## src/uem_pkg.sv

```systemverilog
// package: offsets, field layouts and reset values of the uncorrectable error mask/severity pair
package uem_pkg;

  // ****************************************
  // register map
  // ****************************************
  localparam logic [11:0] SUPPRESS_OFFSET = 12'h108; // uncorrectable_error_suppress
  localparam logic [11:0] FATALITY_OFFSET = 12'h10C; // uncorrectable_error_fatality
  localparam int unsigned REG_WIDTH = 32;            // both registers are one word
  localparam int unsigned LANE_COUNT = 4;            // byte lanes per word
  localparam int unsigned PTR_WIDTH = 5;             // first error pointer width

  // ****************************************
  // field layouts
  // ****************************************
  // writable bits: 20:12 and 4, same positions in both registers
  localparam logic [31:0] WRITABLE_BITS = 32'h001FF010;
  // severity bits that always read one: surprise down (5) and reserved bit 0
  localparam logic [31:0] FATALITY_FIXED_ONES = 32'h00000021;
  // error positions that can really be reported (unsupported ones excluded)
  localparam logic [31:0] REPORTABLE_BITS = 32'h001FF010;
  localparam int unsigned LINK_FAULT_BIT = 4;        // link_layer_fault position
  localparam int unsigned SURPRISE_DOWN_BIT = 5;     // surprise_down position
  localparam int unsigned ACCESS_VIOLATION_BIT = 21; // access_control_violation position

  // ****************************************
  // reset values
  // ****************************************
  localparam logic [31:0] SUPPRESS_RESET = 32'h00000000;
  localparam logic [31:0] FATALITY_RESET = 32'h00062031;
  localparam logic [31:0] WORD_ZERO = 32'h00000000;
  localparam logic [7:0] LANE_ONES = 8'hFF;
  localparam logic [7:0] LANE_ZERO = 8'h00;
  localparam logic [4:0] PTR_ZERO = 5'h00;

endpackage : uem_pkg

```

## src/uem_regs.sv

```systemverilog
// module: uncorrectable error mask and severity registers with report gating
`timescale 1ns/1ps
`default_nettype none

// Summary of operation
// - masked error sets nothing, sends nothing, logs nothing
// - mask word at 108h, resets zero
// - mask 31:22, 11:6, 3:0 read zero
// - mask bit 21 always reads zero
// - mask bit 5 always reads zero
// - mask 20:18 writable, reset unmasked
// - mask 17:15 writable, reset unmasked
// - mask 14:12 and 4 writable, reset unmasked
// - three resets restore all writable defaults
// - severity one fatal, zero nonfatal message
// - severity word at 10Ch
// - severity resets to 0006 2031h
// - severity 20:12 and 4 writable selectors
// - severity bit 21 reads zero
// - severity bit 5 reads one
// - severity 31:22, 11:6 read zero
// - severity 3:1 read zero
// - severity bit 0 reads one
// - each bit governs same status position
module uem_regs (
  // clock and local reset
  input wire logic clk_sys,
  input wire logic reset,
  // reset pins from outside the clock domain
  input wire logic link_fundamental_reset,
  input wire logic global_reset_input,
  input wire logic power_on_reset,
  // configuration access
  input wire logic cfg_wr,
  input wire logic cfg_rd,
  input wire logic [11:0] cfg_addr,
  input wire logic [3:0] cfg_be,
  input wire logic [31:0] cfg_wdata,
  output logic [31:0] cfg_rdata,
  output logic cfg_rd_valid,
  // error detectors, one pulse per error position
  input wire logic [31:0] err_detect,
  // reports toward status, message, log and pointer logic
  output logic [31:0] status_set,
  output logic fatal_msg,
  output logic nonfatal_msg,
  output logic header_log_load,
  output logic first_ptr_load,
  output logic [4:0] first_ptr
);

  // ****************************************
  // reset synchronisers
  // ****************************************
  logic [2:0] pin_meta;        // first stage, read only by second stage
  logic [2:0] pin_sync;        // second stage
  logic block_reset;           // combined reset of all register state except the two synchroniser stages
  logic [2:0] next_pin_meta;
  logic [2:0] next_pin_sync;

  // pins are asynchronous to clk_sys, so two flops before use
  always_comb begin
    next_pin_meta = {power_on_reset, global_reset_input, link_fundamental_reset};
    next_pin_sync = pin_meta;
  end

  always_ff @(posedge clk_sys) begin
    if (reset) begin
      pin_meta <= 3'h0;
      pin_sync <= 3'h0;
    end else begin
      pin_meta <= next_pin_meta;
      pin_sync <= next_pin_sync;
    end
  end

  // any of the three resets, or the local one, restores defaults
  assign block_reset = reset | (|pin_sync);

  // ****************************************
  // write decode
  // ****************************************
  logic [31:0] lane_mask;      // byte enables widened to bits
  logic hit_suppress;          // access addresses the mask word
  logic hit_fatality;          // access addresses the severity word

  // one lane of enables per byte
  for (genvar g = 0; g < uem_pkg::LANE_COUNT; g++) begin : g_lane
    assign lane_mask[g*8 +: 8] = cfg_be[g] ? uem_pkg::LANE_ONES : uem_pkg::LANE_ZERO;
  end

  assign hit_suppress = (cfg_addr == uem_pkg::SUPPRESS_OFFSET);
  assign hit_fatality = (cfg_addr == uem_pkg::FATALITY_OFFSET);

  // ****************************************
  // register state
  // ****************************************
  logic [31:0] suppress_bits;  // only writable positions are ever non-zero
  logic [31:0] fatality_bits;  // writable positions only; fixed ones added on read
  logic [31:0] next_suppress_bits;
  logic [31:0] next_fatality_bits;
  logic [31:0] write_gate;     // bits a write may change this cycle

  // read-only positions are cut out of the write gate, so writes there vanish
  always_comb begin
    write_gate = lane_mask & uem_pkg::WRITABLE_BITS;
    next_suppress_bits = suppress_bits;
    next_fatality_bits = fatality_bits;
    if (cfg_wr && hit_suppress) begin
      next_suppress_bits = (suppress_bits & ~write_gate) | (cfg_wdata & write_gate);
    end
    if (cfg_wr && hit_fatality) begin
      next_fatality_bits = (fatality_bits & ~write_gate) | (cfg_wdata & write_gate);
    end
  end

  // stored fatality excludes the constant ones so they cannot be lost
  always_ff @(posedge clk_sys) begin
    if (block_reset) begin
      suppress_bits <= uem_pkg::SUPPRESS_RESET;
      fatality_bits <= uem_pkg::FATALITY_RESET & uem_pkg::WRITABLE_BITS;
    end else begin
      suppress_bits <= next_suppress_bits;
      fatality_bits <= next_fatality_bits;
    end
  end

  // ****************************************
  // read path
  // ****************************************
  logic [31:0] suppress_view;  // software view of the mask word
  logic [31:0] fatality_view;  // software view of the severity word
  logic [31:0] next_cfg_rdata;
  logic next_cfg_rd_valid;

  // reserved and unsupported bits are never stored, so they read zero
  assign suppress_view = suppress_bits & uem_pkg::WRITABLE_BITS;
  // fixed ones of bits 5 and 0 are or-ed in on every read, never stored
  assign fatality_view = (fatality_bits & uem_pkg::WRITABLE_BITS)
    | uem_pkg::FATALITY_FIXED_ONES;

  // unmapped offsets answer zero rather than stale data
  always_comb begin
    next_cfg_rd_valid = cfg_rd;
    next_cfg_rdata = uem_pkg::WORD_ZERO;
    if (cfg_rd && hit_suppress) begin
      next_cfg_rdata = suppress_view;
    end else if (cfg_rd && hit_fatality) begin
      next_cfg_rdata = fatality_view;
    end
  end

  always_ff @(posedge clk_sys) begin
    if (block_reset) begin
      cfg_rdata <= uem_pkg::WORD_ZERO;
      cfg_rd_valid <= 1'b0;
    end else begin
      cfg_rdata <= next_cfg_rdata;
      cfg_rd_valid <= next_cfg_rd_valid;
    end
  end

  // ****************************************
  // error report gating
  // ****************************************
  // current register values steer the reports, a write takes effect next cycle
  uem_report uem_report_i (
    .clk_sys(clk_sys),
    .block_reset(block_reset),
    .err_detect(err_detect),
    .suppress(suppress_view),
    .fatality(fatality_view),
    .status_set(status_set),
    .fatal_msg(fatal_msg),
    .nonfatal_msg(nonfatal_msg),
    .header_log_load(header_log_load),
    .first_ptr_load(first_ptr_load),
    .first_ptr(first_ptr)
  );
endmodule : uem_regs
`default_nettype wire

```

## src/uem_report.sv

```systemverilog
// module: masks and classifies detected errors into registered report pulses
`timescale 1ns/1ps
`default_nettype none

module uem_report (
  // clock and reset
  input wire logic clk_sys,
  input wire logic block_reset,
  // error sources and controls
  input wire logic [31:0] err_detect,
  input wire logic [31:0] suppress,
  input wire logic [31:0] fatality,
  // report pulses
  output logic [31:0] status_set,
  output logic fatal_msg,
  output logic nonfatal_msg,
  output logic header_log_load,
  output logic first_ptr_load,
  output logic [4:0] first_ptr
);

  // ****************************************
  // next-value computation
  // ****************************************
  logic [31:0] live;          // unmasked, supported errors this cycle
  logic [31:0] next_status_set;
  logic next_fatal_msg;
  logic next_nonfatal_msg;
  logic next_header_log_load;
  logic next_first_ptr_load;
  logic [4:0] next_first_ptr;

  // a masked error leaves no trace at all: status, message, log, pointer
  always_comb begin
    live = err_detect & ~suppress & uem_pkg::REPORTABLE_BITS;
    next_status_set = live;
    next_fatal_msg = |(live & fatality);
    next_nonfatal_msg = |(live & ~fatality);
    next_header_log_load = |live;
    next_first_ptr_load = |live;
    next_first_ptr = uem_pkg::PTR_ZERO;
    // lowest index wins when several errors land together
    for (int i = 31; i >= 0; i--) begin
      if (live[i]) begin
        next_first_ptr = i[4:0];
      end
    end
  end

  // ****************************************
  // output registers
  // ****************************************
  // registered so every report leaves on a flop edge
  always_ff @(posedge clk_sys) begin
    if (block_reset) begin
      status_set <= uem_pkg::WORD_ZERO;
      fatal_msg <= 1'b0;
      nonfatal_msg <= 1'b0;
      header_log_load <= 1'b0;
      first_ptr_load <= 1'b0;
      first_ptr <= uem_pkg::PTR_ZERO;
    end else begin
      status_set <= next_status_set;
      fatal_msg <= next_fatal_msg;
      nonfatal_msg <= next_nonfatal_msg;
      header_log_load <= next_header_log_load;
      first_ptr_load <= next_first_ptr_load;
      first_ptr <= next_first_ptr;
    end
  end

endmodule : uem_report
`default_nettype wire

```

## config.mk

```make
export PLATFORM = sky130hd
export DESIGN_NAME = uem_regs
export DESIGN_NICKNAME = d
export VERILOG_FILES = /design/src/uem_pkg.sv /design/src/uem_regs.sv /design/src/uem_report.sv
export SDC_FILE = /design/constraint.sdc
export NUM_CORES = 1
export LEC_CHECK = 0
export BUFFER_PORTS_ARGS = -buffer_cell sky130_fd_sc_hd__buf_2
export CAP_MARGIN = 20
export CORE_ASPECT_RATIO = 1.1
export CORE_UTILIZATION = 38
export CTS_CLUSTER_DIAMETER = 120
export DETAILED_ROUTE_END_ITERATION = 8
export PLACE_DENSITY = 0.84
export SETUP_SLACK_MARGIN = 0.3
export SYNTH_ARGS = -nofsm -noshare
export SYNTH_HDL_FRONTEND = slang
export SYNTH_SLANG_ARGS = --single-unit
```

## constraint.sdc

```tcl
create_clock -name clk_sys -period 1.5 [get_ports clk_sys]
set_input_delay 0.3 -clock clk_sys [delete_from_list [all_inputs] [get_ports clk_sys]]
set_output_delay 0.3 -clock clk_sys [all_outputs]
set_load 0.01 [all_outputs]
```

== Yosys cells after proc, flatten, opt, wreduce, memory -nomap -nowiden ==
Cells that the tools add are included.
Storage, ports and cells
  bits in registers: 143
  output and inout bits: 74
  logic and storage cells: 59
Operators by class
  equal/unequal tests: 2
  muxes and demuxes: 15
  bitwise logic cells: 12
  reduce and logical (&&, ||, !) cells: 13
Operators by type and width (number)
  32-bit AND: 2
  21-bit NOT with 32-bit output: 2
  32-bit bitwise OR: 2
  32-bit OR reduction: 2
  21-bit AND: 2
  21-bit two-way mux: 2
  5-bit two-way mux: 7
  21-bit by 32-bit AND with 32-bit output: 1
  32-bit by 21-bit AND with 32-bit output: 1
  12-bit by 9-bit == test with 1-bit output (second input constant): 2
  21-bit NOT: 1
  4-bit two-way mux: 4
  10-bit OR reduction: 1
  8-bit two-way mux: 1
  3-bit OR reduction: 2
  6-bit OR reduction: 1
  1-bit logical AND: 4
  2-bit OR reduction: 2
  4-bit OR reduction: 1
  3-bit two-way mux: 1
  1-bit bitwise OR: 1

== Depth between registers and ports, before layout ==
  depth after elaboration: 12
  mapped depth: 5

== Hierarchy ==
From an unflattened synthesis, not the netlist that was laid out.
Unflattened totals
  cells, all modules: 281
  area total of the unflattened synthesis: 2673.8 µm²
By module, submodules not included
  uem_regs: times used 1, cells an instance 174, area each 1746.7 µm², seq. area each 760.7 µm²
  uem_report: times used 1, cells an instance 107, area each 927.1 µm², seq. area each 360.3 µm²

== Worst setup path after synthesis ==
No wires, ideal clock.
  kind: input to register
  start: in cfg_addr[5]
  end: reg (tool-made name)
  library setup time: 0.130 ns
  data arrival time: 1.345 ns
  required time: 1.370 ns
  slack: 0.025 ns
  stages: 4
  cell sequence: nor4b_4 nand4_4 mux2i_1 nand2_1
RTL lines
  start: declaration: line uem_regs.sv:36  | input wire logic [11:0] cfg_addr,

== Worst setup path after layout ==
  start: reg pin_sync[1]
  end: reg uem_report_i.first_ptr[4]
Between the ends
  cells in the longest elaborated chain, start to end: 3
Ends and longest elaborated chain
  start: declaration: line uem_regs.sv:56  | logic [2:0] pin_sync;
  start signal: assignment: line uem_regs.sv:73  | pin_sync <= next_pin_sync;
  3-bit OR reduction: line uem_regs.sv:78  | assign block_reset = reset | (|pin_sync);
  1-bit bitwise OR: line uem_regs.sv:78
  6-bit OR reduction (no source line)
  end signal: assignment: line uem_report.sv:61  | first_ptr <= uem_pkg::PTR_ZERO;
  end signal: assignment: line uem_report.sv:68  | first_ptr <= next_first_ptr;
  end: declaration: line uem_report.sv:19  | output logic [4:0] first_ptr
Every way passes these cells.
A chain may end at the register's enable or synchronous reset.

==> impl_results.md <==
- Pins over their slew limit: 0
- # setup viols final: 0
- Layout cell share with drive strength beyond 1: 0.404
- DR iter-0 viols: 72
- Peak supply drop: 477 uV
- DRT Pass-1 Iters: 4
- Seq/Total Area, Yosys: 0.439
- All-Layer GR Usage: 0.167
- Clock slew at reported path FFs: 0.09 ns
- Power Density: 842 mW/mm2
- Status: complete, no violations
- Initial Utilization: 0.402
- Setup Skew: 0.00988 ns
- CTS Root Cell: clkbuf_8
- Worst Path Required: 1.75 ns
- Async SR Flop Fraction: 0
- Final core occ: 0.519
- Data arrival, critical path: 1.63 ns
- Routed Antenna Nets: 0
- CTS Hold Bufs: 0
- Hold Crit Class: primary input to flip-flop
- CP Launch Point: pin_sync[1]$_SDFF_PP0_
- Largest net degree at the start of global routing: 17
- Hold Vio Cnt, Final: 0
- Startpoint Class: flip-flop
- Hold path startpoint: link_fundamental_reset
- CTS sink cnt: 56
- N_diodes: 0
- Leading post-synthesis cells by cell area: dfxtp_1 (44%), buf_4 (13%), mux2i_1 (12%)
- Fin crit share: 0.917
- Core region area: 0.00634 mm2
- Fmax achieved: 727 MHz
- Drt wl/cell: 13.8 um
- Setup WS pre-CTS: 0.0155 ns
- Grt ovf: 0
- Post-synth top area share: 0.439
- Sequential cell area: 0.00112 mm2
- # rows: 30
- CP max-delay cell: or4_4
- Main synth FF type: dfxtp_1
- Die H: 88.0 um
- Yosys top cell by area: dfxtp_1
- Initial antenna violation count: 0
- Final nets: 435
- Worst r2r src: pin_sync[1]$_SDFF_PP0_
- CTS tree: yes
- Post-synth EDFFs: 0
- Number of global-route vias before repair: 1919
- Chip width: 80.1 um
- Synth unique cells: 33
- Final WL: 5930 um
- IO Count: 161
- Dpl cells: 416
- First-pass GRT wire length: 8920 um
- Gpl congestion: 0.877
- Critical path class: flip-flop to flip-flop
- Fillers: 570
- Post-Syn Area per Cell: 9.78 um2
- Max cap viols: 0
- Synth-to-Final Area Change: 28.9%
- Hold depth: 2
- Worst reg-to-reg path cell count: 3
- Avg Vias per Cell: 4.68
- Die Footprint: 0.00705 mm2
- Crit Reg-Reg Endpoint: uem_report_i.first_ptr[4]$_SDFF_PP0_
- Htree depth: 2
- Clock latency at the later pin of the worst-skew pair: 0.31 ns
- Crit path max fanout: 7
- Max Root-Sink Buffers: 2
- Port Buf Inserts: 73
- Hold_ws: 0.192 ns
- Crit path time final: 1.37 ns
- Finished Layout Cells: 429
- P_leak: 1.66 nW
- RSZ-0062 raised after global routing: yes
- Crit path largest cell delay: 0.62 ns
- Synth Instances: 261
- Dpl hpwl: 4290 um
- CTS buffer count: 5
- Multi-input logic area: 0.00138 mm2
- Residual DRC count: 0
- Setup ws final: 0.125 ns
- CP Capture Type: flip-flop
- Hold EP: next_pin_sync[0]$_SDFF_PP0_
- Critical-path cell list: or4_4 > a41o_1 > nor2_1
- Synth warnings: 0
- Yosys reg bits: 56
- Synthesized area: 0.00255 mm2
- R2R Setup Slk: 0.13 ns
- Via count: 2009
- Setup_tns: 0 ns
==> power by group <==
part / internal [mW] / leakage [nW] / switching (mW) / total (mW)
Clock: 0.334 / 0.0424 / 0.464 / 0.798
Combinational: 0.184 / 1.16 / 0.251 / 0.435
Sequential: 1.52 / 0.457 / 0.0113 / 1.53
Total: 2.04 / 1.66 / 0.726 / 2.77
==> cell type report <==
cell class	count	area share
clock buffer	7	0.0232
clock inverter	1	0.00266
inverter	6	0.00685
multi-input combinational	189	0.419
sequential	56	0.342
tap	80	0.0304
timing repair buffer	90	0.176
==> cell usage after synthesis (5+ instances only) <==
master,number
buf_4,44
mux2i_1,30
nor2b_1,11
clkbuf_1,7
dfxtp_1,56
o22ai_1,5
inv_1,6
nor2_1,43
nand2_1,7
nand2b_1,10
==> layout by cell type, fill, tap and decap left out, types with 6 or more instances in the layout <==
cell / synthesis / routed
nor2_1: 43 / 26
dfxtp_1: 56 / 54
conb_1: 1 / 42
nor2b_1: 11 / 10
nor2_2: 0 / 7
mux2i_1: 30 / 29
buf_4: 44 / 8
nand2b_2: 0 / 6
nor2_4: 0 / 10
inv_1: 6 / 6
buf_6: 0 / 8
buf_2: 0 / 70
==> kinds of logic (layout without fill, tap and decap cells) <==
group | count (synthesis) | count (layout) | synth area share
AOI/OAI and AO/OA | 20 | 20 | 0.0520
DFF | 56 | 56 | 0.439
and+or+nand+nor | 97 | 97 | 0.241
muxes | 30 | 30 | 0.118
other | 1 | 42 | 0.00147
buffers and inverters | 57 | 104 | 0.149
==> metrics by stage <==
stage	power, mW	instance area (um2)
final	2.77	3290
after global placement	1.90	2930
after global routing	2.88	3290
after floorplan	1.86	2760
after detailed placement	1.91	2930
after CTS	2.72	3110
==> worst max-delay path by stage <==
stage | endpoint | cells past startpoint
finish | uem_report_i.first_ptr[4]$_SDFF_PP0_ | 3
global route | cfg_rdata[19]$_SDFF_PP0_ | 5
CTS | cfg_rdata[4]$_SDFF_PP0_ | 5
detailed placement | flip-flop | 6
global placement | cfg_rdata[18]$_SDFF_PP0_ | 6
floorplan | flip-flop | 4
==> layer usage <==
metal	vias up	global-route usage	part of all wire
met2	89	0.305	0.52
met5	-	0	0
met1	932	0.180	0.39
met4	0	0.0698	0.018
li1	977	-	-
met3	11	0.0469	0.069
==> worst max-delay path: cells and delay by family (launching register included) <==
family,cells,cell delay (ns)
simple gates,2,0.71
compound gates,1,0.27
flops,1,0.34
==> timing repair <==
| item | 4_1_cts | 5_1_grt |
|---|---|---|
| pin swaps | 15 | 8 |
| cloned | 1 | 1 |
| endpoints found under the setup margin | 44 | 48 |
| buffers inserted | 1 | 2 |
| gates resized for setup | 23 | 40 |
Power figures use the tool's default switching activity.
